<file path="config.mk">
export PLATFORM = sky130hd
export DESIGN_NAME = fifo_host
export DESIGN_NICKNAME = d
export VERILOG_FILES = /design/src/hw/fifo_host_pkg.sv /design/src/hw/fifo_host.sv
export SDC_FILE = /design/constraint.sdc
export NUM_CORES = 1
export LEC_CHECK = 0
export BUFFER_PORTS_ARGS = -buffer_cell sky130_fd_sc_hd__buf_2
export CAP_MARGIN = 40
export CORE_ASPECT_RATIO = 1.5
export CORE_MARGIN = 2
export CORE_UTILIZATION = 45
export CTS_CLUSTER_SIZE = 24
export DETAILED_ROUTE_END_ITERATION = 7
export PLACE_DENSITY_LB_ADDON = 0.2
export SLEW_MARGIN = 25
export SYNTH_ARGS = -nofsm -noshare
export SYNTH_HDL_FRONTEND = slang
export SYNTH_SLANG_ARGS = --single-unit
export TNS_END_PERCENT = 10
</file>
<file path="constraint.sdc">
create_clock -name I_CORE_CLK -period 2.35 [get_ports I_CORE_CLK]
set_input_delay 0.47 -clock I_CORE_CLK [delete_from_list [all_inputs] [get_ports I_CORE_CLK]]
set_output_delay 0.47 -clock I_CORE_CLK [all_outputs]
set_load 0.005 [all_outputs]
</file>
<file path="src/hw/fifo_host_pkg.sv">
// Constants and types for the cascaded FIFO host controller
// Overview of operation
// - Standalone/width mode: token input low, first select high on every device.
// - Word width grows by nine bits per device placed side by side.
// - Host drives all control inputs in common to every device.
// - Depth mode: tokens form a ring through all devices during clear.
// - Exactly one device has first select low; all others high.
// - Host forms composite full by ORing active-low full flags.
// - Host forms composite empty by ORing active-low empty flags.
// - Host withholds reads when empty and writes when full.
package fifo_host_pkg;
	localparam int          N_DEV      = 2;
	localparam int          WORD_W     = 9;
	localparam int          DATA_W     = N_DEV * WORD_W;
	// Wishbone register map (byte addresses)
	localparam logic [7:0]  ADR_CTRL   = 8'h00;
	localparam logic [7:0]  ADR_STAT   = 8'h04;
	localparam logic [7:0]  ADR_WDATA  = 8'h08;
	localparam logic [7:0]  ADR_RDATA  = 8'h0C;
	localparam logic [7:0]  ADR_IRQ    = 8'h10;
	localparam logic [7:0]  ADR_MASK   = 8'h14;
	// Control field positions
	localparam int          CTRL_DEPTH = 0;
	localparam int          CTRL_CLEAR = 1;
	localparam int          CTRL_RPLAY = 2;
	// Interrupt bit positions
	localparam int          IRQ_WDONE  = 0;
	localparam int          IRQ_RDONE  = 1;
	localparam int          IRQ_REFUSE = 2;
	localparam int          IRQ_W      = 3;
	// Strobe timing: low phase and recovery, in ns and cycles
	localparam int          CLK_NS     = 50;
	localparam int          PULSE_NS   = 65;
	localparam int          RECOV_NS   = 15;
	localparam int          PULSE_CYC  = (PULSE_NS + CLK_NS - 1) / CLK_NS;
	localparam int          RECOV_CYC  = (RECOV_NS + CLK_NS - 1) / CLK_NS;
	localparam logic [3:0]  PULSE_CNT  = 4'(PULSE_CYC);
	localparam logic [3:0]  RECOV_CNT  = 4'(RECOV_CYC);
	localparam logic [3:0]  CNT_RST    = 4'h0;
	typedef enum logic [2:0] {
		ST_IDLE, ST_CLEAR, ST_WRITE, ST_READ, ST_REPLAY, ST_RECOV
	} phase_t;
	typedef struct packed {
		logic              cyc;
		logic              stb;
		logic              we;
		logic [7:0]        adr;
		logic [31:0]       dat;
	} wb_req_t;
	typedef struct packed {
		phase_t            phase;
		logic [3:0]        cnt;
		logic              depth;
		logic [N_DEV-1:0]  wr_own;
		logic [N_DEV-1:0]  rd_own;
		logic [DATA_W-1:0] wdata;
		logic [DATA_W-1:0] rdata;
		logic              busy;
		logic [IRQ_W-1:0]  irq;
		logic [IRQ_W-1:0]  mask;
		logic              ack;
		logic [31:0]       dat_o;
		logic              wr_n;
		logic              rd_n;
		logic              clr_n;
		logic              rt_n;
		logic              drive_d;
		logic              last_wr;
	} state_t;
endpackage
</file>
<file path="src/hw/fifo_host.sv">
// Host controller for a bank of cascaded asynchronous FIFOs
`timescale 1ns/1ps
`default_nettype none
module fifo_host
	import fifo_host_pkg::*;
(
	// Clock and reset
	input  wire logic              I_CORE_CLK,
	input  wire logic              I_RST_N,
	// Wishbone slave
	input  wire logic              I_WB_CYC,
	input  wire logic              I_WB_STB,
	input  wire logic              I_WB_WE,
	input  wire logic [7:0]        I_WB_ADR,
	input  wire logic [3:0]        I_WB_SEL,
	input  wire logic [31:0]       I_WB_DAT,
	output logic      [31:0]       O_WB_DAT,
	output logic                   O_WB_ACK,
	output logic                   O_IRQ,
	// Common FIFO strobes, one group of devices per depth slot
	output logic      [N_DEV-1:0]  O_WRITE_N,
	output logic      [N_DEV-1:0]  O_READ_N,
	output logic                   O_MASTER_CLEAR_N,
	output logic                   O_REPLAY_PULSE_N,
	output logic      [N_DEV-1:0]  O_FIRST_DEVICE_SELECT_N,
	output logic      [N_DEV-1:0]  O_CHAIN_TOKEN_IN_N,
	// Data bus, shared three-state
	output logic      [DATA_W-1:0] O_DATA,
	output logic                   O_DATA_OE,
	input  wire logic [DATA_W-1:0] I_DATA,
	// Device flags and tokens
	input  wire logic [N_DEV-1:0]  I_EMPTY_FLAG_N,
	input  wire logic [N_DEV-1:0]  I_FULL_FLAG_N,
	input  wire logic              I_HALF_LEVEL_FLAG_N,
	input  wire logic [N_DEV-1:0]  I_CHAIN_TOKEN_OUT_N
);
	state_t           s_reg;
	state_t           s_next;
	wb_req_t          req;
	logic [N_DEV-1:0] ef1_reg, ef2_reg;
	logic [N_DEV-1:0] ff1_reg, ff2_reg;
	logic [N_DEV-1:0] xo1_reg, xo2_reg, xo3_reg;
	logic             hf1_reg, hf2_reg;
	logic [DATA_W-1:0] q1_reg, q2_reg;
	logic             any_empty;
	logic             any_full;
	logic [N_DEV-1:0] xo_fall;
	logic             acc;
	logic [IRQ_W-1:0] ev;

	assign req = '{cyc: I_WB_CYC, stb: I_WB_STB, we: I_WB_WE,
		adr: I_WB_ADR, dat: I_WB_DAT};

	// Two-stage synchronisers; tokens add a third stage, read with the second for edges
	always_ff @(posedge I_CORE_CLK) begin
		ef1_reg <= I_EMPTY_FLAG_N;
		ef2_reg <= ef1_reg;
		ff1_reg <= I_FULL_FLAG_N;
		ff2_reg <= ff1_reg;
		xo1_reg <= I_CHAIN_TOKEN_OUT_N;
		xo2_reg <= xo1_reg;
		xo3_reg <= xo2_reg;
		hf1_reg <= I_HALF_LEVEL_FLAG_N;
		hf2_reg <= hf1_reg;
		q1_reg  <= I_DATA;
		q2_reg  <= q1_reg;
	end

	// Composite flags: width trusts any device, depth ORs the low flags
	always_comb begin
		if (s_reg.depth) begin
			any_empty = ~|ef2_reg;
			any_full  = ~|ff2_reg;
		end else begin
			any_empty = ~&ef2_reg;
			any_full  = ~&ff2_reg;
		end
	end

	// Token falling edges mark an ownership hand-over
	assign xo_fall = xo3_reg & ~xo2_reg;
	assign acc     = req.cyc & req.stb & ~s_reg.ack;

	// Next-state logic for bus, sequencer and strobes
	always_comb begin
		s_next     = s_reg;
		s_next.ack = 1'b0;
		ev         = '0;
		if (s_reg.phase == ST_IDLE)
			s_next.busy = 1'b0;
		unique case (s_reg.phase)
		ST_IDLE: begin
		end
		ST_CLEAR: begin
			if (s_reg.cnt == CNT_RST) begin
				s_next.clr_n = 1'b1;
				s_next.phase = ST_RECOV;
				s_next.cnt   = RECOV_CNT;
				s_next.wr_own = {{(N_DEV-1){1'b0}}, 1'b1};
				s_next.rd_own = {{(N_DEV-1){1'b0}}, 1'b1};
			end else
				s_next.cnt = s_reg.cnt - 4'h1;
		end
		ST_WRITE: begin
			if (s_reg.cnt == CNT_RST) begin
				s_next.wr_n    = 1'b1;
				s_next.drive_d = 1'b0;
				s_next.phase   = ST_RECOV;
				s_next.cnt     = RECOV_CNT;
				ev[IRQ_WDONE]  = 1'b1;
			end else
				s_next.cnt = s_reg.cnt - 4'h1;
		end
		ST_READ: begin
			if (s_reg.cnt == CNT_RST) begin
				s_next.rdata  = q2_reg;
				s_next.rd_n   = 1'b1;
				s_next.phase  = ST_RECOV;
				s_next.cnt    = RECOV_CNT;
				ev[IRQ_RDONE] = 1'b1;
			end else
				s_next.cnt = s_reg.cnt - 4'h1;
		end
		ST_REPLAY: begin
			if (s_reg.cnt == CNT_RST) begin
				s_next.rt_n  = 1'b1;
				s_next.phase = ST_RECOV;
				s_next.cnt   = RECOV_CNT;
			end else
				s_next.cnt = s_reg.cnt - 4'h1;
		end
		ST_RECOV: begin
			// Recovery with strobes high keeps pulse width honest
			if (s_reg.cnt == CNT_RST)
				s_next.phase = ST_IDLE;
			else
				s_next.cnt = s_reg.cnt - 4'h1;
		end
		endcase

		// Token seen: pass ownership to the next device in the ring
		// Write and read tokens look alike; the last strobe tells them apart
		if (s_reg.depth) begin
			if (|(xo_fall & s_reg.wr_own) && s_reg.wr_n && s_reg.last_wr)
				s_next.wr_own = {s_reg.wr_own[N_DEV-2:0],
					s_reg.wr_own[N_DEV-1]};
			if (|(xo_fall & s_reg.rd_own) && s_reg.rd_n && !s_reg.last_wr)
				s_next.rd_own = {s_reg.rd_own[N_DEV-2:0],
					s_reg.rd_own[N_DEV-1]};
		end

		// Register access; commands start only from idle
		if (acc) begin
			s_next.ack = 1'b1;
			if (req.we) begin
				unique case (req.adr)
				ADR_CTRL: if (I_WB_SEL[0] && s_reg.phase == ST_IDLE) begin
					if (req.dat[CTRL_CLEAR]) begin
						s_next.depth  = req.dat[CTRL_DEPTH];
						s_next.clr_n  = 1'b0;
						s_next.busy   = 1'b1;
						s_next.phase  = ST_CLEAR;
						s_next.cnt    = PULSE_CNT;
					end else if (req.dat[CTRL_RPLAY]) begin
						if (s_reg.depth)
							ev[IRQ_REFUSE] = 1'b1;
						else begin
							s_next.rt_n  = 1'b0;
							s_next.busy  = 1'b1;
							s_next.phase = ST_REPLAY;
							s_next.cnt   = PULSE_CNT;
						end
					end
				end
				ADR_WDATA: if (s_reg.phase == ST_IDLE) begin
					if (any_full)
						ev[IRQ_REFUSE] = 1'b1;
					else begin
						s_next.wdata   = req.dat[DATA_W-1:0];
						s_next.drive_d = 1'b1;
						s_next.last_wr = 1'b1;
						s_next.wr_n    = 1'b0;
						s_next.busy    = 1'b1;
						s_next.phase   = ST_WRITE;
						s_next.cnt     = PULSE_CNT;
					end
				end
				ADR_RDATA: if (s_reg.phase == ST_IDLE) begin
					if (any_empty)
						ev[IRQ_REFUSE] = 1'b1;
					else begin
						s_next.rd_n  = 1'b0;
						s_next.last_wr = 1'b0;
						s_next.busy  = 1'b1;
						s_next.phase = ST_READ;
						s_next.cnt   = PULSE_CNT;
					end
				end
				ADR_IRQ:  s_next.irq  = s_reg.irq &
					~req.dat[IRQ_W-1:0];
				ADR_MASK: s_next.mask = req.dat[IRQ_W-1:0];
				default: ;
				endcase
			end else begin
				unique case (req.adr)
				ADR_CTRL:  s_next.dat_o = {31'h0, s_reg.depth};
				ADR_STAT:  s_next.dat_o = {27'h0, ~hf2_reg & ~s_reg.depth,
					s_reg.busy, any_full, any_empty, s_reg.phase != ST_IDLE};
				ADR_RDATA: s_next.dat_o = {{(32-DATA_W){1'b0}}, s_reg.rdata};
				ADR_IRQ:   s_next.dat_o = {{(32-IRQ_W){1'b0}}, s_reg.irq};
				ADR_MASK:  s_next.dat_o = {{(32-IRQ_W){1'b0}}, s_reg.mask};
				default:   s_next.dat_o = 32'h0;
				endcase
			end
		end
		// Set wins over a write-one clear in the same cycle
		s_next.irq = s_next.irq | ev;
	end

	// State register with synchronous reset
	always_ff @(posedge I_CORE_CLK) begin
		if (!I_RST_N) begin
			s_reg         <= '0;
			s_reg.phase   <= ST_IDLE;
			s_reg.wr_n    <= 1'b1;
			s_reg.rd_n    <= 1'b1;
			s_reg.clr_n   <= 1'b1;
			s_reg.rt_n    <= 1'b1;
			s_reg.wr_own  <= {{(N_DEV-1){1'b0}}, 1'b1};
			s_reg.rd_own  <= {{(N_DEV-1){1'b0}}, 1'b1};
		end else
			s_reg <= s_next;
	end

	// Strobes go only to the owning device in depth mode
	always_comb begin
		if (s_reg.depth) begin
			O_WRITE_N = ~(s_reg.wr_own & {N_DEV{~s_reg.wr_n}});
			O_READ_N  = ~(s_reg.rd_own & {N_DEV{~s_reg.rd_n}});
		end else begin
			O_WRITE_N = {N_DEV{s_reg.wr_n}};
			O_READ_N  = {N_DEV{s_reg.rd_n}};
		end
	end

	// Strap pins: token ring and one first select low in depth mode; tokens grounded, selects high in width mode
	always_comb begin
		if (s_reg.depth) begin
			O_FIRST_DEVICE_SELECT_N    = ~{{(N_DEV-1){1'b0}}, 1'b1};
			O_CHAIN_TOKEN_IN_N         = {I_CHAIN_TOKEN_OUT_N[N_DEV-2:0],
				I_CHAIN_TOKEN_OUT_N[N_DEV-1]};
		end else begin
			O_FIRST_DEVICE_SELECT_N    = '1;
			O_CHAIN_TOKEN_IN_N         = '0;
		end
	end

	assign O_MASTER_CLEAR_N = s_reg.clr_n;
	assign O_REPLAY_PULSE_N = s_reg.rt_n;
	assign O_DATA           = s_reg.wdata;
	assign O_DATA_OE        = s_reg.drive_d;
	assign O_WB_ACK         = s_reg.ack;
	assign O_WB_DAT         = s_reg.dat_o;
	assign O_IRQ            = |(s_reg.irq & s_reg.mask);
endmodule
`default_nettype wire

</file>
==> metrics.log <==
[metrics] post-detailed-routing wire length: between 10,000 and 15,000 um
[metrics] # Max-Cap Violations: 0
[metrics] leakage power of the design: 2.53 nW
[metrics] vertical extent of the die: 135 um
[metrics] placed wire-length estimate: 8010 um
[metrics] placeable core region: 11,100 um^2
[metrics] maximum clock frequency: between 400 and 500 MHz
[metrics] peak supply drop: ~530 uV
[metrics] number of enable-type register cells in the synthesized netlist: 0
[metrics] global-route wire length before repair: 18,600 um
[metrics] minimum clock period: 2040 ps
[metrics] switching portion of total power: 0.222
[metrics] Total Die Area: about 12,000 um^2
[metrics] Max stage delay on crit path: 330 ps
[metrics] internal power: 4.04 mW
[metrics] # rows: 47
[metrics] # clock sinks: 132
[metrics] cells along the critical path: inv_1, ha_1, nor3b_1, inv_2, ha_1, a221oi_1, nor2_1, a221oi_1
[metrics] total congestion overflow: 0
[metrics] CTS tree: done
[metrics] share of flip-flops with an asynchronous set or reset: 0
[metrics] most frequent cells in the layout: dfxtp_1, buf_2, nand2_1
[metrics] Sequential cell area: 2640 um^2
[metrics] remaining antenna violation count: 0
[metrics] Starting Density: 0.463
[metrics] final worst setup slack: 309 ps
[metrics] maximum number of pins on one net before global-route repair: 30
[metrics] XOR/XNOR share of the synthesized area: 0
[metrics] share of the yosys chip area belonging to registers: 0.516
[metrics] boundary pin count: 137
[metrics] Combinational Power Share: 0.061
[metrics] global placement routability congestion: approximately 0.8
[metrics] Clk network pwr share: 0.493
[metrics] CTS max path bufs: 2
[metrics] worst rel slew slack: 0.570
[metrics] instance count of the mapped netlist: ~550
[metrics] Yosys warnings: 0
[metrics] GRT Resource Usage Total: 0.190
[metrics] antenna violations before repair: 0
[metrics] total power: 5.20 mW
[metrics] Max Transition Viols Final: 0
[metrics] clk_lat worst skew: 410 ps
[metrics] critical path peak fanout: 9
[metrics] Min Hold Slack: 159 ps
[metrics] antenna cells: 0
[metrics] number of flip-flops and latches in the synthesized netlist: 132
[metrics] clock root cell: clkbuf_16
[metrics] required time at the worst-slack endpoint: 2660 ps
[metrics] arithmetic-cell share of the synthesized area counting full adders, half adders and majority gates: 0.00880
[metrics] Yosys cell types: 60
[metrics] hold buffer count at CTS: 0
[metrics] multi-input combinational cell area: 1950 um^2
[metrics] endpoints failing setup: 0
[metrics] number of nets in the layout: about 700
[metrics] result of the run: complete, no violations
[metrics] Wirelength per Cell: 14.6 um
[metrics] Crit-path slowest cell: nor3b_1
[metrics] Die Width: just over 90 um
[metrics] compound-cell area share of the yosys netlist: 0.160
[metrics] Post-Synthesis Mean Instance Area: 9.24 um^2
[metrics] DR vias: 4,062
[metrics] commonest non-fill, non-tap cell in the layout: dfxtp_1
[metrics] # fillers: 1,043
[metrics] unrepaired setup endpoints after global routing: false
[metrics] CP Buf/Inv Count: 2
[metrics] leading register cell type out of synthesis: dfxtp_1
[metrics] Final Hold Vio Count: 0
[metrics] pre-CTS worst setup slack: 67.4 ps
[metrics] Port-buffer cells: between 100 and 150
[metrics] Clock Skew: 8.34 ps
[metrics] vias in the first global route: 3,903
[metrics] DRC: 0
[metrics] post-layout utilization of the core: 0.552
[metrics] kind of capture point of the worst setup path: flop
[metrics] main combinational cell family by area after synthesis: simple AND/OR/NAND/NOR gates
[metrics] cell family with most CP delay: compound AO/OA/AOI/OAI gates
[metrics] WS Path Type: reg2reg
[metrics] via density per instance: 5.17
[metrics] share of layout cells above drive strength 1: 0.269
[metrics] Reg clk slew, reported paths: 60 ps
[metrics] P&R area growth vs syn: 19.1%
[metrics] pwr/cell area: 852 nW/um^2
[metrics] power spent charging and discharging nets: 1.15 mW
[metrics] First-pass DRT Iterations: 4
[metrics] number of clock buffers inserted by TritonCTS: 17
[metrics] critical path data arrival time: 2350 ps
[metrics] Tightest Pin Transition: 643 ps
[metrics] portion of netlist area occupied by mux cells: 0.0237
[metrics] flip-flop count of the largest register, all copies and words added: 40
[metrics] sort of element at the start of the critical path: flop
[metrics] Tcrit/Tclk final: 0.869
[metrics] CTS H-tree depth: 4
[metrics] Mapped Area: a little over 5000 um^2
[metrics] fraction of the mapped netlist area in simple logic gates: 0.178
[metrics] total negative slack for setup checks: 0 ps
[metrics] post-CTS repair timing setup buffer count: 0
[metrics] path class of the lowest-slack min-delay path: in2reg
[metrics] power share of the sequential group: 0.445
[metrics] initial detailed-routing violation count: 207
cells in the mapped netlist (6+ instances only):
cell      number  area, um^2
a22oi_1       16         120
clkbuf_1      26        97.6
a21oi_1       51         255
buf_4         51         383
dfxtp_1      132        2640
nor3_1        11        55.1
nand2_1       55         206
nand3_1       26         130
a21o_1         6        45.0
mux2i_1       11         110
nor2_1        27         101
inv_1         11        41.3
o21ai_0       31         155
power groups by stage:
stage / combinational [mW] / sequential [mW] / clock [mW]
floorplan: 0.205 / 2.36 / 0
global placement: 0.311 / 2.36 / 0
detailed placement: 0.316 / 2.36 / 0
CTS: 0.318 / 2.31 / 2.62
global route: 0.354 / 2.32 / 2.72
finish: 0.319 / 2.31 / 2.56
cell type report:
class / instances / share of cell area
sequential: 132 / 0.433
multi-input combinational: 338 / 0.320
timing repair buffer: 125 / 0.113
clock buffer: 21 / 0.0755
tap: 147 / 0.0301
clock inverter: 11 / 0.0207
inverter: 12 / 0.00738
through the flow:
step,instance area (um^2),cells
floorplan,5170,567
global placement,5510,754
detailed placement,5510,754
CTS,6100,786
global route,6100,786
finish,6100,786
cells by family (layout without fill, tap and decap cells):
family	Yosys count	after routing
simple gates	173	173
compound gates	134	134
flops	132	132
buf+inv	97	169
mux	12	12
fa+ha+maj	4	4
other cells	2	15
final timing paths:
check,cells after the start,slack (ps),end,startpoint
max,8,310,s_reg[87]$_SDFF_PN0_,s_reg[87]$_SDFF_PN0_
min,1,160,q1_reg[1]$_DFF_P_,I_DATA[1]
max reg2reg,8,310,s_reg[87]$_SDFF_PN0_,s_reg[87]$_SDFF_PN0_
min reg2reg,0,320,ef2_reg[1]$_DFF_P_,ef1_reg[1]$_DFF_P_
worst reg2reg max path, stage by stage, from the launching register on:
cell and delay [ps]:
dfxtp_1 320, inv_1 100, ha_1 220, nor3b_1 330
inv_2 160, ha_1 250, a221oi_1 300, nor2_1 70
a221oi_1 200
per-layer routing:
layer | GRT usage | up-vias | part of all wire
met2 | 0.340 | 124 | 0.52
met5 | 0 | - | 0
li1 | - | 2017 | -
met4 | 0.0547 | 0 | 0.011
met1 | 0.218 | 1910 | 0.41
met3 | 0.0575 | 11 | 0.058
timing repair:
action                                  4_1_cts  5_1_grt
resized for setup                             0        1
endpoints found under the setup margin        0        1
endpoints found under the hold margin         0        0
(Power assumes the default switching activity.)
